<file path="src/hw/crs_pkg.sv">
// Constants shared by the CPU register set block
package crs_pkg;
  // Register byte addresses on the bus
  localparam logic [7:0]  OFS_IP      = 8'h00;
  localparam logic [7:0]  OFS_LHS     = 8'h04;
  localparam logic [7:0]  OFS_RHS     = 8'h08;
  localparam logic [7:0]  OFS_IDX     = 8'h0c;
  localparam logic [7:0]  OFS_FAR     = 8'h10;
  localparam logic [7:0]  OFS_STK     = 8'h14;
  localparam logic [7:0]  OFS_STATUS  = 8'h18;
  localparam logic [7:0]  OFS_STATE   = 8'h1c;
  // Reset values
  localparam logic [15:0] IP_RESET    = 16'hfffd;
  localparam logic [7:0]  BANK_SEL_RESET = 8'h00;
  localparam logic [7:0]  FLAGS_RESET    = 8'h30;
  // Condition flag bit positions
  localparam int          BIT_H       = 7;
  localparam int          BIT_I       = 6;
  localparam int          BIT_LVL_HI  = 5;
  localparam int          BIT_LVL_LO  = 4;
  localparam int          BIT_N       = 3;
  localparam int          BIT_Z       = 2;
  localparam int          BIT_V       = 1;
  localparam int          BIT_C       = 0;
  // Interrupt level codes
  localparam logic [1:0]  IL_TOP      = 2'h0;
  localparam logic [1:0]  IL_BLANK    = 2'h1;
  // General register bank base in data memory
  localparam logic [15:0] GP_BASE     = 16'h0100;
  localparam int          BANK_BITS   = 5;
  // Width of the bus address
  localparam int          AW          = 8;
endpackage

</file>
<file path="src/hw/crs_core.sv">
// CPU dedicated register set, condition flags and interrupt gate
//
// Contract
// - Instruction pointer 16 bits, reset to fffd
// - Primary accumulator 16 bits, low byte for bytes
// - Second accumulator is other operand, low byte
// - Index, far, stack pointers unreset 16 bits
// - Status word: bank selector high, flags low
// - Reset clears enable, sets level bits 11
// - Half carry from bit 3 to 4
// - Interrupts accepted only while enable set
// - Service only when request outranks held level
// - Negative flag copies result top bit
// - Zero flag set on zero result
// - Overflow flag on two's complement overflow
// - Carry flag from bit 7 carry or borrow
// - Shift loads carry with shifted out bit
// - Byte registers banked eight per bank, 32
`timescale 1ns/1ps
module crs_core (
  // Clock and reset
  input  wire logic          clock,
  input  wire logic          reset_n,
  // APB slave
  input  wire logic          psel,
  input  wire logic          penable,
  input  wire logic          pwrite,
  input  wire logic [7:0]    paddr,
  input  wire logic [31:0]   pwdata,
  output logic [31:0]        prdata,
  output logic               pready,
  output logic               pslverr,
  // Decoder side: pointer stepping
  input  wire logic          ip_step,
  input  wire logic          ip_load,
  input  wire logic [15:0]   ip_value,
  // ALU side: byte operation on the accumulators
  input  wire logic          alu_go,
  input  wire logic          alu_sub,
  input  wire logic          alu_shift,
  // Interrupt request
  input  wire logic          irq_req,
  input  wire logic [1:0]    irq_req_level,
  // General register select
  input  wire logic [2:0]    reg_num,
  // Block state out
  output logic [15:0]        instr_pointer,
  output logic [15:0]        status_word,
  output logic [15:0]        gp_addr,
  output logic               irq_take
);

  // Whole state of the block
  typedef struct packed {
    logic [15:0] ip;       // Instruction pointer
    logic [15:0] lhs;      // Primary accumulator
    logic [15:0] rhs;      // Second accumulator
    logic [15:0] idx;      // Index base
    logic [15:0] far;      // Far pointer
    logic [15:0] stk;      // Stack top
    logic [7:0]  bank_select; // Bank selector
    logic [7:0]  cond_flags;  // Condition flags
    logic [15:0] gpa;      // General register address
    logic        take;     // Interrupt accepted
    logic [31:0] rdata;    // Bus read data
    logic        rdy;      // Bus ready
    logic        err;      // Bus error
  } crs_state_type;

  crs_state_type s_r;      // Registered state
  crs_state_type s_nxt;    // Next state

  // Bus phase decode
  logic        setup_ph;   // Setup cycle
  logic        access_ok;  // Access completes this edge
  logic        wr_now;     // Write takes effect
  logic        mapped;     // Address hits a register
  // ALU byte operands and result
  logic [7:0]  opa;        // Left operand byte
  logic [7:0]  opb;        // Right operand byte
  logic [8:0]  wide;       // Result with carry out
  logic [7:0]  res;        // Result byte
  logic        half;       // Carry between nibbles
  logic        ovf;        // Signed overflow
  logic [1:0]  eff_il;     // Held level after merge

  // Bus decode
  assign setup_ph  = psel && !penable;
  assign access_ok = psel && penable && s_r.rdy;
  assign wr_now    = access_ok && pwrite && !s_r.err;
  assign mapped    = (paddr == crs_pkg::OFS_IP) || (paddr == crs_pkg::OFS_LHS) ||
                     (paddr == crs_pkg::OFS_RHS) || (paddr == crs_pkg::OFS_IDX) ||
                     (paddr == crs_pkg::OFS_FAR) || (paddr == crs_pkg::OFS_STK) ||
                     (paddr == crs_pkg::OFS_STATUS) || (paddr == crs_pkg::OFS_STATE);

  // Byte arithmetic on the accumulator low bytes
  always_comb begin
    opa = s_r.lhs[7:0];
    opb = s_r.rhs[7:0];
    if (alu_shift) begin
      // Left shift, top bit falls out
      wide = {opa, 1'b0};
      half = 1'b0;
      ovf  = 1'b0;
    end else if (alu_sub) begin
      // Borrow shows in the ninth bit
      wide = {1'b0, opa} - {1'b0, opb};
      half = (opa[3:0] < opb[3:0]);
      ovf  = (opa[7] != opb[7]) && (wide[7] != opa[7]);
    end else begin
      wide = {1'b0, opa} + {1'b0, opb};
      half = ({1'b0, opa[3:0]} + {1'b0, opb[3:0]}) > 5'h0f;
      ovf  = (opa[7] == opb[7]) && (wide[7] != opa[7]);
    end
    res = wide[7:0];
  end

  // Interrupt level merge
  always_comb begin
    eff_il = {s_r.cond_flags[crs_pkg::BIT_LVL_HI], s_r.cond_flags[crs_pkg::BIT_LVL_LO]};
    if (eff_il == crs_pkg::IL_BLANK) begin
      eff_il = crs_pkg::IL_TOP;
    end
  end

  // Next state
  always_comb begin
    s_nxt = s_r;
    // Pointer stepping from the decoder
    if (ip_load) begin
      s_nxt.ip = ip_value;
    end else if (ip_step) begin
      s_nxt.ip = s_r.ip + 16'h0001;
    end
    // Flag update from a byte operation
    if (alu_go) begin
      s_nxt.lhs[7:0] = res;
      s_nxt.cond_flags[crs_pkg::BIT_N] = res[7];
      s_nxt.cond_flags[crs_pkg::BIT_Z] = (res == 8'h00);
      s_nxt.cond_flags[crs_pkg::BIT_C] = wide[8];
      if (!alu_shift) begin
        s_nxt.cond_flags[crs_pkg::BIT_H] = half;
        s_nxt.cond_flags[crs_pkg::BIT_V] = ovf;
      end
    end
    s_nxt.take = irq_req && s_r.cond_flags[crs_pkg::BIT_I] && (irq_req_level < eff_il);
    s_nxt.gpa = crs_pkg::GP_BASE +
                {5'h00, s_r.bank_select[crs_pkg::BANK_BITS-1:0], reg_num};
    // Bus answer prepared in the setup cycle
    s_nxt.rdy = 1'b0;
    if (setup_ph) begin
      s_nxt.rdy   = 1'b1;
      s_nxt.err   = !mapped;
      s_nxt.rdata = 32'h0000_0000;
      case (paddr)
        crs_pkg::OFS_IP:     s_nxt.rdata[15:0] = s_r.ip;
        crs_pkg::OFS_LHS:    s_nxt.rdata[15:0] = s_r.lhs;
        crs_pkg::OFS_RHS:    s_nxt.rdata[15:0] = s_r.rhs;
        crs_pkg::OFS_IDX:    s_nxt.rdata[15:0] = s_r.idx;
        crs_pkg::OFS_FAR:    s_nxt.rdata[15:0] = s_r.far;
        crs_pkg::OFS_STK:    s_nxt.rdata[15:0] = s_r.stk;
        crs_pkg::OFS_STATUS: s_nxt.rdata[15:0] = {s_r.bank_select, s_r.cond_flags};
        crs_pkg::OFS_STATE:  s_nxt.rdata[15:0] = {s_r.take, eff_il, 13'h0000};
        default:             s_nxt.rdata = 32'h0000_0000;
      endcase
    end else if (access_ok) begin
      s_nxt.err = 1'b0;
    end
    // Software write wins over core updates
    if (wr_now) begin
      case (paddr)
        crs_pkg::OFS_IP:     s_nxt.ip  = pwdata[15:0];
        crs_pkg::OFS_LHS:    s_nxt.lhs = pwdata[15:0];
        crs_pkg::OFS_RHS:    s_nxt.rhs = pwdata[15:0];
        crs_pkg::OFS_IDX:    s_nxt.idx = pwdata[15:0];
        crs_pkg::OFS_FAR:    s_nxt.far = pwdata[15:0];
        crs_pkg::OFS_STK:    s_nxt.stk = pwdata[15:0];
        crs_pkg::OFS_STATUS: begin
          s_nxt.bank_select = pwdata[15:8];
          s_nxt.cond_flags  = pwdata[7:0];
        end
        default: begin
          s_nxt.err = 1'b0;
        end
      endcase
    end
    // Synchronous reset; data registers keep no reset
    if (!reset_n) begin
      s_nxt.ip    = crs_pkg::IP_RESET;
      s_nxt.bank_select = crs_pkg::BANK_SEL_RESET;
      s_nxt.cond_flags  = crs_pkg::FLAGS_RESET;
      s_nxt.gpa   = crs_pkg::GP_BASE;
      s_nxt.take  = 1'b0;
      s_nxt.rdata = 32'h0000_0000;
      s_nxt.rdy   = 1'b0;
      s_nxt.err   = 1'b0;
    end
  end

  // State register
  always_ff @(posedge clock) begin
    s_r <= s_nxt;
  end

  // Outputs straight from the state
  assign prdata        = s_r.rdata;
  assign pready        = s_r.rdy;
  assign pslverr       = s_r.err;
  assign instr_pointer = s_r.ip;
  assign status_word   = {s_r.bank_select, s_r.cond_flags};
  assign gp_addr       = s_r.gpa;
  assign irq_take      = s_r.take;

  // Register writes in flight; a bus write beats core updates
  // Flag and pointer checks step aside for them, since software wins
  logic        wr_status;  // Status word written this edge
  logic        wr_ip;      // Pointer written this edge
  assign wr_status = wr_now && (paddr == crs_pkg::OFS_STATUS);
  assign wr_ip     = wr_now && (paddr == crs_pkg::OFS_IP);
endmodule

</file>
<file path="config.mk">
export PLATFORM = sky130hd
export DESIGN_NAME = crs_core
export DESIGN_NICKNAME = d
export VERILOG_FILES = /design/src/hw/crs_pkg.sv /design/src/hw/crs_core.sv
export SDC_FILE = /design/constraint.sdc
export NUM_CORES = 1
export LEC_CHECK = 0
export ABC_AREA = 1
export BUFFER_PORTS_ARGS = -buffer_cell sky130_fd_sc_hd__buf_2
export CORE_ASPECT_RATIO = 0.5
export CORE_MARGIN = 3
export CORE_UTILIZATION = 55
export DETAILED_ROUTE_END_ITERATION = 7
export GPL_TIMING_DRIVEN = 0
export PLACE_DENSITY = 0.82
export SLEW_MARGIN = 20
export SYNTH_ARGS = -nofsm -noshare
export SYNTH_HDL_FRONTEND = slang
export SYNTH_SLANG_ARGS = --single-unit
</file>
<file path="constraint.sdc">
create_clock -name clock -period 2.4 [get_ports clock]
set_input_delay 0.24 -clock clock [delete_from_list [all_inputs] [get_ports clock]]
set_output_delay 0.24 -clock clock [all_outputs]
set_load 0.05 [all_outputs]
</file>
==> results of run 1 <==
==> cells in the final DEF, fill, tap and decap left out, types with 4 or more instances in the layout <==
master,n
a21oi_1,56
buf_2,117
buf_4,86
buf_6,8
clkbuf_1,13
clkbuf_16,17
clkinv_2,4
clkinvlp_4,4
conb_1,24
dfxtp_1,67
edfxtp_1,72
ha_1,18
inv_1,76
inv_2,10
nand2_1,225
nand2_2,5
nand3_1,60
nand3b_1,4
nand4_1,7
nor2_1,43
nor2_2,8
nor3_2,4
o2111ai_1,9
o211ai_1,14
o21ai_0,49
o21ai_1,17
o22ai_1,4
xor2_1,9
==> registers in the layout, summed over array words and instances (netlist names) <==
signal         flops
prdata            16
opa                8
opb                8
irq_take           1
instr_pointer     16
s_r               64
pready             1
pslverr            1
status_word       16
gp_addr            8
==> stage by stage <==
step / setup slack (ns) / utilization (%) / area (sq um)
finish: 0.283 / 69.2 / 8990
CTS: 0.128 / 69.1 / 8980
detailed placement: 0.163 / 64.7 / 8410
floorplan: 0.156 / - / 7570
global placement: -0.481 / 64.3 / 8350
global route: 0.0129 / 69.2 / 8990
==> worst min-delay path: stages <==
cell and delay [ns]:
buf_2 0.08, o211ai_1 0.07, nand3_1 0.06
==> report_power, final <==
part	total, mW	switching [mW]	internal [mW]	leakage [nW]
logic	0.913	0.612	0.301	2.71
registers	2.62	0.0751	2.55	1.19
clock network	2.37	1.03	1.35	0.256
total	5.91	1.71	4.20	4.16
==> what timing repair did <==
action,CTS,global route
buffers inserted,0,2
endpoints found under the hold margin,3,0
endpoints found under the setup margin,0,1
hold buffers,3,0
resized for setup,0,2
==> layout make-up <==
type	instances	area [sq um]	area share [%]
Multi-Input combinational cell	582	2970	33.0
Tap cell	170	213	2.36
Clock inverter	14	97.6	1.08
Clock buffer	18	439	4.88
Buffer	108	774	8.61
Timing Repair Buffer	122	663	7.37
Inverter	88	333	3.70
Sequential cell	139	3500	38.9
==> cells by family (layout without fill, tap and decap cells) <==
kind of cell / Yosys count / count (layout)
AOI/OAI and AO/OA: 159 / 159
and+or+nand+nor: 368 / 368
DFF: 139 / 139
buffers and inverters: 196 / 350
adders and majority gates: 21 / 21
xor gates and xnor gates: 10 / 10
other: 2 / 24
==> metal layers <==
metal	vias up	wire (microns)	track usage, %
li1	3203	-	-
met1	3131	8180	35.8
met2	460	10000	48.0
met3	73	2430	7.68
met4	0	652	11.6
met5	-	0	0
==> worst min path at each step <==
stage | start | endpoint
3_3_place_gp | reg_num[0] | gp_addr[0]
2_1_floorplan | reg_num[0] | gp_addr[0]
5_1_grt | ip_value[11] | instr_pointer[11]
6_report | ip_value[4] | instr_pointer[4]
3_5_place_dp | reg_num[2] | gp_addr[2]
4_1_cts | ip_value[4] | instr_pointer[4]
==> metrics, run 1 <==
largest net degree at the start of global routing=18; Final GP Congestion=0.904; H-tree depth=4; CP startpoint kind=flop; die height=88.5 microns; first-pass GRT wire length=32,900 microns; Layout Cells excl Fill=1,241; Clk pin slew, worst setup/hold paths=0.06 ns; average wire per standard cell=17.2 microns; total I/O pin count=155; Initial DRT Pass Iterations=8; most frequent cell after synthesis=nand2_1; Top Family by Delay on Critical Path=simple AND/OR/NAND/NOR gates; vias in the first global route=6,374; Post-Synth Adder-Cell Area=3.71%; Avg Cell Area, Syn=8.37 sq um; Die X=171 microns; Synth Area in Compound Gates=12.0%; largest stage delay on the critical path=0.42 ns; share of the synthesized area in the top cell type=28.9%; grt ovf=0; reg2reg end=status_word[2]; final setup fails=0; ordered list of cells on the worst path=inv_1 > ha_1 > inv_1 > fa_1 > nand3_1 > nand4_1 > nand2_1 > nand2_1 > nand3_1 > nand2_1 > nor2_1 > nand2_1 > nor2_1 > nand2_1 > a21oi_1; CP Data Arrival Time=2.47 ns; fillers=1,042; max-cap violations=0; CTS max path bufs=2; fraction of registers with async set/reset=0%; initial DRC count=815; Placed Cells incl. Taps=1,204; Fmax=472 MHz; status=complete, no violations; Via density=5.53; CTS tree=yes; RSZ-0062 raised after global routing=false; Pwr Density=657 nW/um^2; Core Box Area=13,000 sq um; Synth Flop Type=edfxtp_1; Max IR drop VDD=0.000824 V; EDFF count, synth=72; DP Wirelength=15,400 microns; Initial Util=57.6%; synth top area cells=edfxtp_1 (29%), dfxtp_1 (18%), nand2_1 (11%), buf_4 (8.4%), nand3_1 (4.0%); worst flop-to-flop path startpoint=opa[0]; crit path to=status_word[2]; Clock Latency Late Sink=0.43 ns; post-synth design cell area=7490 sq um; Routed Antenna Nets=0; CP Data Required Time=2.75 ns; Final Hold Vio Count=0; Synth-to-Final Area Change=20.1%; Commonest cells post-synth=nand2_1 (225), buf_4 (84), inv_1 (76); Seq/Total Area, Yosys=46.8%; Antenna diodes=0; initial antenna violation count=0; Max-slew headroom=50.1%; Setup TNS=0 ns; Buffers & Inverters on Critical Path=2; register-to-register setup slack=0.28 ns; worst hold path cell count=3; Syn Inst Count=895; Rows=29; xor and xnor area share after synthesis=1.17%; GRT Total Usage=28.6%; IO buf count=113; Critical Path Sink Type=flop; hold_ws=0.0628 ns; Via Count=6,867; Synth Register Bits=139; Nets=1,151; WS Path Type=flop to flop; synth warn=0; combinational family with the most area after synthesis=simple AND/OR/NAND/NOR gates; clock sink count=139; count of cell types in the netlist=45; Num CTS Buffers=17; share of layout cells above drive strength 1=26.3%; DRC=0; leading area contributor after synthesis=edfxtp_1; post-synthesis mux area share=0%; critical path launch point=opa[0]; Max Slew Vio Count=0; Critical-path top delay cell=fa_1; skew final=0.0110 ns; final WL=21,300 microns; WP depth=15; Critical Path Fanout Max=4; Static Leak=4.16 nW; Post-Synth Simple-Gate Area=21.4%; most numerous cell on the critical path=nand2_1; Total Power=5.91 mW; die area=15,100 sq um; Hold WC Path Type=input pin to flop; Reg2Reg Depth=15; Root Driver=clkbuf_16; fin crit period=2.12 ns; period utilization=88.2%; Worst Tran Pin Value=0.749 ns
Note: power is estimated with default switching activity, not from simulation.
==> inputs of run 2 (changes only) <==
- CORE_UTILIZATION: 55 -> 50
- PLACE_DENSITY: 0.82 -> 0.79
- clock period: 2.4 -> 1.8 ns (I/O delays scaled with it)
==> run 2 against run 1 <==
  * Largest cell class unchanged
  * Register-to-register slack worse by 0.53 ns
  * First-iteration DRC count is 0.86% higher
  * Core utilization is 0.94 points lower
  * Die area is 9.5% higher
  * Critical path depth is 2 lower
  * Maximum frequency is 3.3% higher
  * Critical path type unchanged
  * Sequential cell count stayed put
  * The run now ends with setup timing left
  * Via count is 1.8% higher
  * Global-route usage is 1.7 points lower
==> metrics, run 2 (synthesis gave the netlist of run 1 again) <==
CTS max path bufs=2 (unchanged); Num CTS Buffers=17 (unchanged); Pwr Density=866 nW/um^2 (was 657 nW/um^2); Via density=5.42 (was 5.53); total I/O pin count=155 (unchanged); Worst Tran Pin Value=0.748 ns (was 0.749 ns); largest stage delay on the critical path=0.43 ns (was 0.42 ns); Fmax=488 MHz (was 472 MHz); status=finished with violations (was complete, no violations); fin crit period=2.05 ns (was 2.12 ns); grt ovf=0 (unchanged); CP Data Required Time=2.16 ns (was 2.75 ns); Global Route met2 Usage=45.7% (was 48.0%); die area=16,600 sq um (was 15,100 sq um); violated checks=setup timing; Max-slew headroom=50.1% (about the same); Buffers & Inverters on Critical Path=2 (unchanged); Place WS=-0.345 ns (was 0.163 ns); Via Count=6,994 (was 6,867); largest net degree at the start of global routing=17 (was 18); Max Slew Vio Count=0 (unchanged); busiest metal layer after global routing=met2 (unchanged); met3 Use GR=6.92% (was 7.68%); skew final=0.00845 ns (was 0.0110 ns); most frequent cells in the layout=nand2_1 (212), buf_2 (116), buf_4 (110), edfxtp_1 (72), inv_1 (69) (was nand2_1 (225), buf_2 (117), buf_4 (86), inv_1 (76), edfxtp_1 (72)); Hold WC Path Type=input pin to flop (unchanged); max-cap violations=0 (unchanged); Critical Path Fanout Max=4 (unchanged); share of layout cells above drive strength 1=34.4% (was 26.3%); Nets=1,178 (was 1,151); RSZ-0062 raised after global routing=true (was false); Critical Path Sink Type=flop (unchanged); CP startpoint kind=flop (unchanged); hold_ws=0.000142 ns (was 0.0628 ns); Initial Util=53.2% (was 57.6%); largest register by flop count=s_r (unchanged); Final GP Congestion=0.920 (was 0.904); Final Hold Vio Count=0 (unchanged); final setup fails=11 (was 0); first-pass GRT wire length=34,300 microns (was 32,900 microns); Initial DRT Pass Iterations=8 (unchanged); Routed Antenna Nets=0 (unchanged); Critical-path top delay cell=fa_2 (was fa_1); Die X=179 microns (was 171 microns); Max IR drop VDD=0.000788 V (was 0.000824 V); final WL=22,400 microns (was 21,300 microns); Root Driver=clkbuf_16 (unchanged); flip-flop count of the largest register after layout=64 (unchanged); average wire per standard cell=17.4 microns (was 17.2 microns); Clock Latency Late Sink=0.43 ns (about the same); clock sink count=139 (unchanged); H-tree depth=4 (unchanged); ordered list of cells on the worst path=inv_1 > ha_2 > inv_2 > fa_2 > nor2_2 > o22ai_2 > nor2_1 > nand2_1 > nor2_1 > nand2_1 > nor2_1 > nand2_1 > a21oi_2 (was inv_1 > ha_1 > inv_1 > fa_1 > nand3_1 > nand4_1 > nand2_1 > nand2_1 > nand3_1 > nand2_1 > nor2_1 > nand2_1 > nor2_1 > nand2_1 > a21oi_1); die height=92.5 microns (was 88.5 microns); design area=9610 sq um (was 8990 sq um); DP Wirelength=15,300 microns (was 15,400 microns); commonest non-fill, non-tap cell in the layout=nand2_1 (unchanged); Rows=30 (was 29); Top Family by Delay on Critical Path=adder cells (was simple AND/OR/NAND/NOR gates); IO buf count=113 (unchanged); Clk pin slew, worst setup/hold paths=0.07 ns (was 0.06 ns); Core Box Area=14,100 sq um (was 13,000 sq um); CTS tree=yes (unchanged); fin worst setup slack=-0.249 ns (was 0.283 ns); CP Data Arrival Time=2.41 ns (was 2.47 ns); dpl cell area=8420 sq um (was 8410 sq um); WS Path Type=flop to flop (unchanged); met1 usage=33.2% (was 35.8%); initial DRC count=822 (was 815); vias in the first global route=6,753 (was 6,374); Setup TNS=-1.76 ns (was 0 ns); Synth-to-Final Area Change=28.4% (was 20.1%); GRT Total Usage=26.8% (was 28.6%); Antenna diodes=0 (unchanged); initial antenna violation count=0 (unchanged); DRC=0 (unchanged); Static Leak=4.36 nW (was 4.16 nW); period utilization=114% (was 88.2%)
run 2: layout make-up:
| cell class | instances | area [sq um] |
|---|---|---|
| buffer | 108 | 781 |
| clock buffer | 20 | 478 |
| clock inverter | 12 | 98.8 |
| fill | 1090 | 4460 |
| inverter | 88 | 333 |
| multi-input combinational | 582 | 3240 |
| sequential | 139 | 3520 |
| tap | 192 | 240 |
| timing repair buffer | 149 | 922 |
run 2: per-layer routing:
metal,routed length [microns],vias to the layer above
met1,8800,3269
met3,2390,50
li1,-,3261
met2,10700,414
met5,0,-
met4,496,0
run 2: repair_timing:
action	in CTS	in global routing
pin swaps	9	27
resized for setup	27	59
endpoints found under the hold margin	3	0
buffers inserted	16	17
setup endpoints to repair	55	38
hold buffers	3	0
run 2: report_power, final:
group          total (mW)  switching, mW  internal (mW)
logic                1.40          0.896          0.508
registers            3.51          0.113           3.40
clock network        3.41           1.46           1.95
total                8.33           2.47           5.86
run 2: final timing paths:
path         cells past startpoint             from  slack (ns)          endpoint
max                             13           opa[0]       -0.25    status_word[2]
min                              3      ip_value[4]      0.0001  instr_pointer[4]
max reg2reg                     13           opa[0]       -0.25    status_word[2]
min reg2reg                      2  status_word[10]        0.45        gp_addr[5]
run 2: through the flow:
stage	total power, mW	std cells	util (%)
6_report	8.33	1290	68.3
5_1_grt	8.60	1290	68.3
4_1_cts	8.16	1273	66.0
3_5_place_dp	4.75	1222	59.8
3_3_place_gp	4.72	1222	59.8
2_1_floorplan	4.43	917	-
run 2: worst reg2reg max path, stage by stage (launching register included):
cell and delay, ns:
dfxtp_2 0.40, inv_1 0.11, ha_2 0.20, inv_2 0.05, fa_2 0.43, nor2_2 0.12
o22ai_2 0.09, nor2_1 0.10, nand2_1 0.06, nor2_1 0.10, nand2_1 0.06, nor2_1 0.08
nand2_1 0.07, a21oi_2 0.11
